==> config.mk <==
export PLATFORM = sky130hd
export DESIGN_NAME = pm_status_shadow_registers
export DESIGN_NICKNAME = d
export VERILOG_FILES = /design/src/pm_shadow_pkg.sv /design/src/pm_status_shadow_registers.sv /design/src/pin_sync.sv /design/src/dma_idle_timer.sv
export VERILOG_INCLUDE_DIRS = /design/src /design/src/src
export SDC_FILE = /design/constraint.sdc
export NUM_CORES = 1
export LEC_CHECK = 0
export ABC_AREA = 1
export BUFFER_PORTS_ARGS = -buffer_cell sky130_fd_sc_hd__buf_2
export CAP_MARGIN = 20
export CORE_ASPECT_RATIO = 0.7
export CORE_UTILIZATION = 35
export CTS_CLUSTER_DIAMETER = 60
export DETAILED_ROUTE_END_ITERATION = 7
export PLACE_DENSITY = 0.65
export SYNTH_ARGS = -nofsm -noshare
export SYNTH_HDL_FRONTEND = slang
export SYNTH_SLANG_ARGS = --single-unit
==> constraint.sdc <==
create_clock -name clk -period 1.62 [get_ports clk]
set_input_delay 0.324 -clock clk [delete_from_list [all_inputs] [get_ports clk]]
set_output_delay 0.324 -clock clk [all_outputs]
set_load 0.005 [all_outputs]
==> src/pm_shadow_cfg.svh <==
// Offsets, field positions, reset values and timing for the power-management shadow registers
`ifndef PM_SHADOW_CFG_SVH
`define PM_SHADOW_CFG_SVH

// I/O port addresses
`define NMI_CAUSE_FLAGS_ADDR        16'h9072
`define SERIAL_PARALLEL_MIRROR_ADDR 16'hD072
`define IRQ_CONTROLLER_SNAPSHOT_ADDR 16'hD472
`define RTC_INDEX_TIMING_MIRROR_ADDR 16'hE472
`define RTC_INDEX_PORT_ADDR         16'h0070

// Register width and cause-flag span
`define REG_WIDTH                   16
`define CAUSE_LO                    2
`define CAUSE_HI                    7

// Rtc_index_and_timing_mirror field positions
`define P70_SQUARE_BIT              15
`define P70_REFRESH_BIT             14
`define P70_CPU_INTERRUPT_REQUEST_BIT               13
`define P70_DMA_IDLE_BIT            12

// Reset values
`define RTC_INDEX_RESET             8'h80
`define PRIORITY_RESET              3'h7

// Interrupt-controller command field codes
`define OCW2_ROTATE_AEOI_SET        3'h4
`define OCW2_ROTATE_AEOI_CLEAR      3'h0
`define OCW3_SMM_SET                2'h3
`define OCW3_SMM_CLEAR              2'h2
`define ICW4_SPECIAL_NESTED_FLAG_BIT               4
`define ICW4_AEOI_BIT               1

// Timing
`define CLK_PERIOD_PS               4000
`define DMA_IDLE_PS                 30500000
`define DMA_IDLE_CYCLES             ((`DMA_IDLE_PS + `CLK_PERIOD_PS - 1) / `CLK_PERIOD_PS)

`endif

==> src/pm_shadow_pkg.sv <==
// Types shared by the power-management shadow register bank
package pm_shadow_pkg;

    // One interrupt controller's register writes, seen as strobes with a data byte
    typedef struct packed {
        logic       icw2_wr;
        logic       icw4_wr;
        logic       ocw2_wr;
        logic       ocw3_wr;
        logic [7:0] data;
    } pic_write_type;

    // Serial and parallel port register contents that are mirrored
    typedef struct packed {
        logic [7:0] serial_a_reg2;
        logic [7:0] serial_b_reg2;
        logic [7:0] parallel_reg2;
        logic [7:0] parallel_reg0;
    } port_mirror_type;

    // One-hot register selection
    typedef enum logic [4:0] {
        SEL_NONE   = 5'b00001,
        SEL_NMI    = 5'b00010,
        SEL_SERPAR = 5'b00100,
        SEL_PIC    = 5'b01000,
        SEL_P70    = 5'b10000
    } reg_sel_type;

endpackage : pm_shadow_pkg

==> src/pm_status_shadow_registers.sv <==
// Power-management NMI status, port mirror, interrupt-controller snapshot and rtc_index_and_timing_mirror registers
`include "pm_shadow_cfg.svh"

// Contract
// - Set cause flag 7-2 for each input that raised NMI.
// - A cause flag clears only when software clears its enables.
// - With attention and NMI enables both set, both must clear.
// - Status bits 15-8 and 1-0 read zero.
// - Mirror 15-14 copy serial A register 2 bits 7-6.
// - Mirror 13-12 copy serial B register 2 bits 7-6.
// - Mirror 11-8 copy parallel register 2 bits 3-0.
// - Mirror 7-0 copy parallel register 0.
// - Snapshot bit 15 is the live idle comparator.
// - Snapshot 14-13 hold the device identification field.
// - Bits 12 and 11 hold master and slave vector bit 7.
// - Bit 10 is the master nested-mode bit.
// - Bit 9 is the master automatic end-of-interrupt bit.
// - Bit 8 is one when master rotate-on-auto-EOI is selected.
// - Bits 7-5 hold master bottom priority.
// - Bit 1 is master special mask mode.
// - Bit 0 is slave special mask mode.
// - Timing word reads without the unlock sequence.
// - Timing bits 7-0 hold the last clock index write.
// - Bit 15 is the refresh reference halved.
// - Bit 14 toggles on every refresh.
// - Bit 13 is the live processor interrupt request.
// - Bit 12 low after recent DMA, high after a quiet period.
module pm_status_shadow_registers
    import pm_shadow_pkg::*;
#(
    parameter int         DMA_IDLE_CYCLES = `DMA_IDLE_CYCLES,
    parameter logic [1:0] DEVICE_ID       = 2'h1  // Arbitrary value
) (
    // Clock, reset, enable
    input  wire logic            clk,
    input  wire logic            rstn,
    input  wire logic            ce,
    // I/O port access
    input  wire logic [15:0]     io_addr,
    input  wire logic            io_wr,
    input  wire logic            io_rd,
    input  wire logic [15:0]     io_wdata,
    output logic      [15:0]     io_rdata,
    output logic                 io_rvalid,
    input  wire logic            regs_unlocked,
    // Power-management input events and enables
    input  wire logic [7:2]      nmi_event,
    input  wire logic [7:2]      nmi_source_enable,
    input  wire logic [7:2]      attention_source_enable,
    output logic      [7:2]      nmi_cause_flag,
    // Mirrored port registers
    input  wire port_mirror_type port_regs,
    // Interrupt controller writes and status
    input  wire pic_write_type   master_pic,
    input  wire pic_write_type   slave_pic,
    input  wire logic            idle_comparator_state,
    input  wire logic            cpu_interrupt_request,
    // Timing sources
    input  wire logic            standby_refresh_reference,
    input  wire logic            refresh_done,
    input  wire logic            dma_cycle
);
    initial begin
        if (DMA_IDLE_CYCLES < 1) begin
            $error("DMA_IDLE_CYCLES below 1");
        end
    end

    // Decode an I/O address into a one-hot register select
    function automatic reg_sel_type decode(input logic [15:0] addr);
        case (addr)
            `NMI_CAUSE_FLAGS_ADDR:         decode = SEL_NMI;
            `SERIAL_PARALLEL_MIRROR_ADDR:  decode = SEL_SERPAR;
            `IRQ_CONTROLLER_SNAPSHOT_ADDR: decode = SEL_PIC;
            `RTC_INDEX_TIMING_MIRROR_ADDR: decode = SEL_P70;
            default:                       decode = SEL_NONE;
        endcase
    endfunction : decode

    // Only the rtc_index_and_timing_mirror is open while the register file is locked
    function automatic logic needs_unlock(input reg_sel_type sel);
        needs_unlock = (sel != SEL_P70) && (sel != SEL_NONE);
    endfunction : needs_unlock

    // Internal state
    logic [7:2] cause_reg;
    logic       master_vector_msb;
    logic       slave_vector_msb;
    logic       special_nested_flag;
    logic       auto_eoi_flag;
    logic       rotate_auto_eoi_flag;
    logic [2:0] master_bottom_priority;
    logic [2:0] slave_bottom_priority;
    logic       master_special_mask;
    logic       slave_special_mask;
    logic [7:0] clock_ram_index;
    logic       slow_timing_square_wave;
    logic       refresh_toggle;
    logic       reference_sync;
    logic       reference_last;
    logic       dma_idle_indicator;

    reg_sel_type rd_sel;
    logic [15:0] nmi_word;
    logic [15:0] serpar_word;
    logic [15:0] pic_word;
    logic [15:0] p70_word;
    logic [15:0] rdata_next;

    assign nmi_cause_flag = cause_reg;

    // Cause flags: set needs the NMI enable, clear needs both enables low, so the two never collide
    always_ff @(posedge clk) begin
        if (!rstn) begin
            cause_reg <= '0;
        end else if (ce) begin
            for (int i = `CAUSE_LO; i <= `CAUSE_HI; i++) begin
                if (nmi_event[i] && nmi_source_enable[i]) begin
                    cause_reg[i] <= 1'b1;
                end else if (!nmi_source_enable[i] && !attention_source_enable[i]) begin
                    cause_reg[i] <= 1'b0;
                end
            end
        end
    end

    // Vector bit 7 from each controller's ICW2
    always_ff @(posedge clk) begin
        if (!rstn) begin
            master_vector_msb <= 1'b0;
            slave_vector_msb  <= 1'b0;
        end else if (ce) begin
            if (master_pic.icw2_wr) begin
                master_vector_msb <= master_pic.data[7];
            end
            if (slave_pic.icw2_wr) begin
                slave_vector_msb <= slave_pic.data[7];
            end
        end
    end

    // ICW4 mode bits, master only; the slave's copies are of no use here
    always_ff @(posedge clk) begin
        if (!rstn) begin
            special_nested_flag <= 1'b0;
            auto_eoi_flag       <= 1'b0;
        end else if (ce && master_pic.icw4_wr) begin
            special_nested_flag <= master_pic.data[`ICW4_SPECIAL_NESTED_FLAG_BIT];
            auto_eoi_flag       <= master_pic.data[`ICW4_AEOI_BIT];
        end
    end

    // Rotate-on-automatic-EOI follows the master's set and clear OCW2 commands
    always_ff @(posedge clk) begin
        if (!rstn) begin
            rotate_auto_eoi_flag <= 1'b0;
        end else if (ce && master_pic.ocw2_wr) begin
            if (master_pic.data[7:5] == `OCW2_ROTATE_AEOI_SET) begin
                rotate_auto_eoi_flag <= 1'b1;
            end else if (master_pic.data[7:5] == `OCW2_ROTATE_AEOI_CLEAR) begin
                rotate_auto_eoi_flag <= 1'b0;
            end
        end
    end

    // Bottom priority: taken from OCW2 level bits only on commands that select a level
    always_ff @(posedge clk) begin
        if (!rstn) begin
            master_bottom_priority <= `PRIORITY_RESET;
            slave_bottom_priority  <= `PRIORITY_RESET;
        end else if (ce) begin
            if (master_pic.ocw2_wr && master_pic.data[7] && master_pic.data[6]) begin
                master_bottom_priority <= master_pic.data[2:0];
            end
            if (slave_pic.ocw2_wr && slave_pic.data[7] && slave_pic.data[6]) begin
                slave_bottom_priority <= slave_pic.data[2:0];
            end
        end
    end

    // Special mask mode changes only when OCW3 carries its enable bit
    always_ff @(posedge clk) begin
        if (!rstn) begin
            master_special_mask <= 1'b0;
            slave_special_mask  <= 1'b0;
        end else if (ce) begin
            if (master_pic.ocw3_wr) begin
                if (master_pic.data[6:5] == `OCW3_SMM_SET) begin
                    master_special_mask <= 1'b1;
                end else if (master_pic.data[6:5] == `OCW3_SMM_CLEAR) begin
                    master_special_mask <= 1'b0;
                end
            end
            if (slave_pic.ocw3_wr) begin
                if (slave_pic.data[6:5] == `OCW3_SMM_SET) begin
                    slave_special_mask <= 1'b1;
                end else if (slave_pic.data[6:5] == `OCW3_SMM_CLEAR) begin
                    slave_special_mask <= 1'b0;
                end
            end
        end
    end

    // Clock index port capture; NMI disable set after reset
    always_ff @(posedge clk) begin
        if (!rstn) begin
            clock_ram_index <= `RTC_INDEX_RESET;
        end else if (ce && io_wr && (io_addr == `RTC_INDEX_PORT_ADDR)) begin
            clock_ram_index <= io_wdata[7:0];
        end
    end

    // Refresh reference comes from a pin, so it is synchronised first
    pin_sync #(
        .WIDTH    (1)
    ) u_reference_sync (
        .clk      (clk),
        .rstn     (rstn),
        .ce       (ce),
        .async_in (standby_refresh_reference),
        .sync_out (reference_sync)
    );

    // Halve the reference on its rising edges; refresh-rate settings never touch it
    always_ff @(posedge clk) begin
        if (!rstn) begin
            reference_last          <= 1'b0;
            slow_timing_square_wave <= 1'b0;
        end else if (ce) begin
            reference_last <= reference_sync;
            if (reference_sync && !reference_last) begin
                slow_timing_square_wave <= !slow_timing_square_wave;
            end
        end
    end

    // Refresh toggle flips once per refresh
    always_ff @(posedge clk) begin
        if (!rstn) begin
            refresh_toggle <= 1'b0;
        end else if (ce && refresh_done) begin
            refresh_toggle <= !refresh_toggle;
        end
    end

    // DMA quiet-period tracking
    dma_idle_timer #(
        .IDLE_CYCLES (DMA_IDLE_CYCLES)
    ) u_dma_idle (
        .clk         (clk),
        .rstn        (rstn),
        .ce          (ce),
        .dma_cycle   (dma_cycle),
        .dma_idle    (dma_idle_indicator)
    );

    // NMI status word: unused bits forced to zero
    always_comb begin
        nmi_word                       = '0;
        nmi_word[`CAUSE_HI:`CAUSE_LO]  = cause_reg;
    end

    // Port mirror word, live copies of the port registers
    always_comb begin
        serpar_word        = '0;
        serpar_word[15:14] = port_regs.serial_a_reg2[7:6];
        serpar_word[13:12] = port_regs.serial_b_reg2[7:6];
        serpar_word[11:8]  = port_regs.parallel_reg2[3:0];
        serpar_word[7:0]   = port_regs.parallel_reg0;
    end

    // Interrupt-controller snapshot word
    always_comb begin
        pic_word        = '0;
        pic_word[15]    = idle_comparator_state;
        pic_word[14:13] = DEVICE_ID;
        pic_word[12]    = master_vector_msb;
        pic_word[11]    = slave_vector_msb;
        pic_word[10]    = special_nested_flag;
        pic_word[9]     = auto_eoi_flag;
        pic_word[8]     = rotate_auto_eoi_flag;
        pic_word[7:5]   = master_bottom_priority;
        pic_word[4:2]   = slave_bottom_priority;
        pic_word[1]     = master_special_mask;
        pic_word[0]     = slave_special_mask;
    end

    // Rtc_index_and_timing_mirror word; bits 11-8 read zero
    always_comb begin
        p70_word                    = '0;
        p70_word[`P70_SQUARE_BIT]   = slow_timing_square_wave;
        p70_word[`P70_REFRESH_BIT]  = refresh_toggle;
        p70_word[`P70_CPU_INTERRUPT_REQUEST_BIT]    = cpu_interrupt_request;
        p70_word[`P70_DMA_IDLE_BIT] = dma_idle_indicator;
        p70_word[7:0]               = clock_ram_index;
    end

    // Read mux; locked protected and unmapped reads give zero
    always_comb begin
        rd_sel     = decode(io_addr);
        rdata_next = 16'h0000;
        if (!(needs_unlock(rd_sel) && !regs_unlocked)) begin
            case (rd_sel)
                SEL_NMI:    rdata_next = nmi_word;
                SEL_SERPAR: rdata_next = serpar_word;
                SEL_PIC:    rdata_next = pic_word;
                SEL_P70:    rdata_next = p70_word;
                default:    rdata_next = 16'h0000;
            endcase
        end
    end

    // Read data held in a register until the next read
    always_ff @(posedge clk) begin
        if (!rstn) begin
            io_rdata  <= 16'h0000;
            io_rvalid <= 1'b0;
        end else if (ce) begin
            io_rvalid <= io_rd;
            if (io_rd) begin
                io_rdata <= rdata_next;
            end
        end
    end
endmodule : pm_status_shadow_registers

==> src/pin_sync.sv <==
// Two-flop synchroniser for pin inputs, one lane per bit
module pin_sync
    import pm_shadow_pkg::*;
#(
    parameter int WIDTH = 1
) (
    // Clock, reset, enable
    input  wire logic             clk,
    input  wire logic             rstn,
    input  wire logic             ce,
    // Asynchronous in, synchronous out
    input  wire logic [WIDTH-1:0] async_in,
    output logic      [WIDTH-1:0] sync_out
);
    initial begin
        if (WIDTH < 1) begin
            $error("WIDTH below 1");
        end
    end

    genvar lane;
    generate
        for (lane = 0; lane < WIDTH; lane++) begin : g_lane
            logic meta_reg;
            // First flop feeds only the second flop
            always_ff @(posedge clk) begin
                if (!rstn) begin
                    meta_reg            <= 1'b0;
                    sync_out[lane]      <= 1'b0;
                end else if (ce) begin
                    meta_reg            <= async_in[lane];
                    sync_out[lane]      <= meta_reg;
                end
            end
        end
    endgenerate
endmodule : pin_sync

==> src/dma_idle_timer.sv <==
// Quiet-time timer that reports when no DMA or bus master cycle has been seen lately
module dma_idle_timer
    import pm_shadow_pkg::*;
#(
    parameter int IDLE_CYCLES = 7625
) (
    // Clock, reset, enable
    input  wire logic clk,
    input  wire logic rstn,
    input  wire logic ce,
    // Activity pulse in, idle level out
    input  wire logic dma_cycle,
    output logic      dma_idle
);
    localparam int CW = $clog2(IDLE_CYCLES + 1);

    initial begin
        if (IDLE_CYCLES < 1) begin
            $error("IDLE_CYCLES below 1");
        end
    end

    logic [CW-1:0] quiet_reg;

    // Count quiet cycles, restart on any DMA cycle; saturates at the limit
    always_ff @(posedge clk) begin
        if (!rstn) begin
            quiet_reg <= '0;
        end else if (ce) begin
            if (dma_cycle) begin
                quiet_reg <= '0;
            end else if (quiet_reg != CW'(IDLE_CYCLES)) begin
                quiet_reg <= quiet_reg + CW'(1);
            end
        end
    end

    // Idle goes low the cycle after activity, high once a full quiet period passed
    always_ff @(posedge clk) begin
        if (!rstn) begin
            dma_idle <= 1'b0;
        end else if (ce) begin
            dma_idle <= !dma_cycle && (quiet_reg == CW'(IDLE_CYCLES));
        end
    end
endmodule : dma_idle_timer

# After elaboration in Yosys (flattened, before gate mapping)
# Index checks and enable logic that the tools add are counted.
# op_classes
n_addsub,1
eq_ne,18
mux,23
reduce_logical,69
# op_table
operator,n
$eq A16 B16 Y1 const B,4
$pmux W16 S4,1
$reduce_and A2 Y1,14
$mux W13,2
$logic_and A1 B1 Y1,25
$pmux W5 S4,1
$reduce_bool A2 Y1,10
$mux W1,18
$logic_not A1 Y1,17
$eq A16 B7 Y1 const B,1
$mux W16,1
$add A13 B1 Y13 const B,1
$eq A13 B13 Y1 const B,1
$ne A13 B13 Y1 const B,1
$eq A2 B2 Y1 const B,4
$reduce_and A3 Y1,2
$eq A5 B2 Y1 const B,1
$eq A5 B3 Y1 const B,1
$eq A5 B4 Y1 const B,1
$eq A5 B5 Y1 const B,1
$ne A5 B1 Y1 const B,1
$ne A5 B5 Y1 const B,1
$eq A3 B3 Y1 const B,1
$logic_not A3 Y1,1
# totals
reg_bits,63
inputBits,117
out_inout_bits,23
word_cells,136

# Depth between registers and ports, before layout
# depth
ltp_word,6
ltp_mapped,11
depth_no_buf,10

# By module
# Synthesis repeated with hierarchy kept, for this count alone.
# hier_totals
hier_cells,500
hier_area_um2,3367.0
# modules_own_cells
module,instances,cells_each,area_each_um2,seq_area_each_um2
pm_status_shadow_registers,1,351,2416.1,940.9
dma_idle_timer,1,137,870.8,280.3
pin_sync,1,12,80.1,40.0

# Least setup slack after synthesis
# Ideal clock, no wire load.
# synth_path
kind,reg2reg
startpoint,reg u_dma_idle.quiet_reg[0]
endpoint,reg u_dma_idle.quiet_reg[8]
setup_time_ns,0.071
t_arrival_ns,1.367
required_ns,1.549
slack_ns,0.182
stages_incl_launch_ff,9
n_path_buf,0
synth_period_minus_slack_ns,1.438
path_cell_list,dfxtp_1 -> ha_1 -> inv_1 -> nor2_1 -> nand2_1 -> xor2_1 -> nor2_1 -> nand2_1 -> a21oi_1
# synth_via
elab_chain_len,3
word_cells_on_any_way,6
classes_between,1 x add/sub; 1 x eq/ne; 2 x mux; 2 x reduce/logical
# synth_rtl
element,line,rtl
from (decl),dma_idle_timer.sv:23,logic [CW-1:0] quiet_reg;
from (signal assigned),dma_idle_timer.sv:33,quiet_reg <= quiet_reg + CW'(1);
$add A13 B1 Y13 / $ne A13 B13 Y1 (equally long branches),"dma_idle_timer.sv:33, dma_idle_timer.sv:32",
$mux W13 / $reduce_bool A2 Y1 (equally long branches),--,
$mux W13 / $reduce_and A2 Y1 (equally long branches),--,
# Several ways; a longest one is shown, not always the timed one. The select of a mux whose other input is x is not followed.
# A chain may end at the register's enable or synchronous reset.

# Worst setup path after layout
# layout_path
startpoint,reg u_dma_idle.quiet_reg[1]
endpoint,reg u_dma_idle.quiet_reg[0]
# layout_via
elab_chain_len,3
# layout_rtl
element,line,rtl
$ne A13 B13 Y1,dma_idle_timer.sv:32,end else if (quiet_reg != CW'(IDLE_CYCLES)) begin
$reduce_bool A2 Y1 (no source line),--,
$reduce_and A2 Y1 (no source line),--,
# Every way passes these cells.

==> run summary <==
largest net degree at the start of global routing: 28
pwr dens: 906 nW/um^2
cell taking the most area after synthesis: dfxtp_1
YS warnings: 0
Routed Antenna Nets: 0
max FFs per register: 16
crit path from: u_dma_idle.quiet_reg[1]
reg-to-reg slack, setup: 120 ps
outcome: finished clean
Largest stage delay, worst path: 330 ps
Reg-to-Reg Start: u_dma_idle.quiet_reg[1]
Rows: 29
Achievable Freq: 666 MHz
nature of the critical path endpoint: flop
Avg Cell Area, Syn: 6.60 sq um
total negative slack: 0 ps
worst hold start: slave_pic[2]
Crit path buffers/inverters: 2
Hold EP: slave_bottom_priority[2]
VDD IR max: 0.619 mV
total I/O pin count: 140
Post-Synthesis Cells: 501
reg2reg path depth: 9
MaxCap Viol Count: 0
Final Skew: 7.33 ps
Leakage Power: 2.08 nW
WS Path Type: flop to flop
Clock Tree Buf Depth: 2
Worst Tran Pin Value: 349 ps
total gr overflow: 0
initial drt markers: 292
Final GP Congestion: 0.919
Final Setup Violations: 0
PnR worst setup slack: 119 ps
Vias/cell: 4.92
Post-DP HPWL: 7920 um
first-pass GRT wire length: 16900 um
number of global-route vias before repair: 3394
Starting Density: 36.3%
cell area after synthesis: 3300 sq um
CP top delay family: simple AND/OR/NAND/NOR gates
Worst-Skew Late Latency: 340 ps
Worst Path Max Fanout: 8
slowest CP cell: dfxtp_2
Root Driver: clkbuf_16
htree depth: 3
Final Cycle Share: 92.6%
Data arrival, critical path: 1730 ps
die height: 83.3 um
Worst R2R End: u_dma_idle.quiet_reg[0]
DR pass1 iterations: 6
WL/cell: 13.5 um
Reg clk slew, reported paths: 50 ps
Die Wd: 118 um
Worst Setup Start Kind: flop
final core occ: 49.1%
initial antenna violation count: 0
synth top area cells: dfxtp_1, nand2_1, nand3_1
Cell variety after synth: 30
RSZ-0062 raised after global routing: no
min Tclk post-route: 1500 ps
FF+latch count, synth: 63
fin. max-slew vios: 0
Net count, final: 748
CTS tree: built
worst hold path type: primary input to flop
DP Worst Slack: -78.8 ps
hold depth: 3
Total GRT Usage: 22.2%
filler cell count: 971
via count: 3727
core area: 9110 sq um
total CTS buffers: 9
Port-buffer cells: 111
Antenna Cells: 0
DR DRC count: 0
Hold Fails Final Rpt: 0
Synthesized Nets: 620
crit-path cells: inv_2, ha_1, and3_1, nand3_2, nand2_8, buf_12, nand2_1, o21ai_0, and2_1
Area growth syn-to-layout: 35.2%
ratio of cells with drive above 1 in the final layout: 27.1%
Rel. slew slack: 76.6%
Total Wirelength: 10200 um
total die area: 9840 sq um
WP data required: 1850 ps
sequential fraction of the synthesis area: 38.2%
hold buffer count at CTS: 0
CTS Sinks: 63
area share of the largest cell type after synthesis: 38.2%
Tot Pwr: 0.00405 W
final cells by class:
| class | instances | area [sq um] | share of cell area [%] |
|---|---|---|---|
| clock buffer | 9 | 225 | 5.04 |
| clock inverter | 7 | 97.6 | 2.18 |
| inverter | 47 | 180 | 4.03 |
| multi-input combinational | 369 | 1760 | 39.3 |
| sequential | 63 | 1260 | 28.3 |
| tap | 124 | 155 | 3.47 |
| timing repair buffer | 139 | 791 | 17.7 |
tightest hold or removal path: stages:
cell and delay, ps:
buf_2 80, nand2_1 40, nand3_1 50
cell usage in the layout (no fill, tap or decap), types with 3 or more instances in the layout:
cell and n:
clkbuf_16 9, buf_2 111, inv_2 4, nor2_1 62, xor2_1 7, inv_1 42
buf_4 26, o21ai_0 17, nand4_1 6, nand2_1 121, clkinvlp_4 3, nand3_1 87
o31ai_1 6, dfxtp_1 62, nor2_2 3, nor3_1 6, a21oi_1 40
layer usage:
layer	wire length, um	up-vias	track usage, %
met4	97	0	5.59
li1	-	1896	-
met3	961	11	7.42
met1	4910	1668	31.1
met2	4280	152	32.4
met5	0	-	0
cells in the mapped netlist (all sizes together):
cell type  count
a311oi         1
o31ai          6
nand4          6
nor4           2
and3           1
buf           12
a21oi         41
xor2           7
nand2        123
and2           1
ha             2
nand3         88
clkbuf        10
nor2          66
dfxtp         63
o21ai         17
inv           47
nor3           8
how the worst max path moves through the flow:
stage | endpoint | slack [ps] | cells after the start
detailed placement | io_rdata[14] | -80 | 11
floorplan | u_dma_idle.quiet_reg[8] | 180 | 8
CTS | u_dma_idle.quiet_reg[8] | 70 | 8
finish | u_dma_idle.quiet_reg[0] | 120 | 9
global placement | io_rdata[9] | -20 | 11
global route | u_dma_idle.quiet_reg[8] | 7 | 7
repair_timing:
action | CTS | global route
setup endpoints to repair | 0 | 8
setup buffers | 0 | 1
endpoints found under the hold margin | 0 | 0
gates resized for setup | 0 | 7
cell families (layout without fill, tap and decap cells):
group	after synthesis	count (layout)	synth area share, %
compound gates	65	65	10.5
simple gates	295	295	39.2
flops	63	63	38.2
xor+xnor	7	7	1.86
fa+ha+maj	2	2	0.757
buf+inv	69	202	9.47
power breakdown:
group / total (W) / leakage (nW) / switching [W] / internal (W)
clock: 0.00210 / 0.152 / 0.000750 / 0.00135
sequential: 0.00161 / 0.512 / 0.0000257 / 0.00159
combinational: 0.000340 / 1.42 / 0.000186 / 0.000154
metrics by stage:
stage	instance area (sq um)	std cells	hold WS, ps
after global routing	4470	758	180
final	4470	758	195
after floorplan	3300	501	422
after CTS	4420	757	182
after global placement	4090	741	443
after detailed placement	4090	741	447
Note: power is estimated with default switching activity, not from simulation.
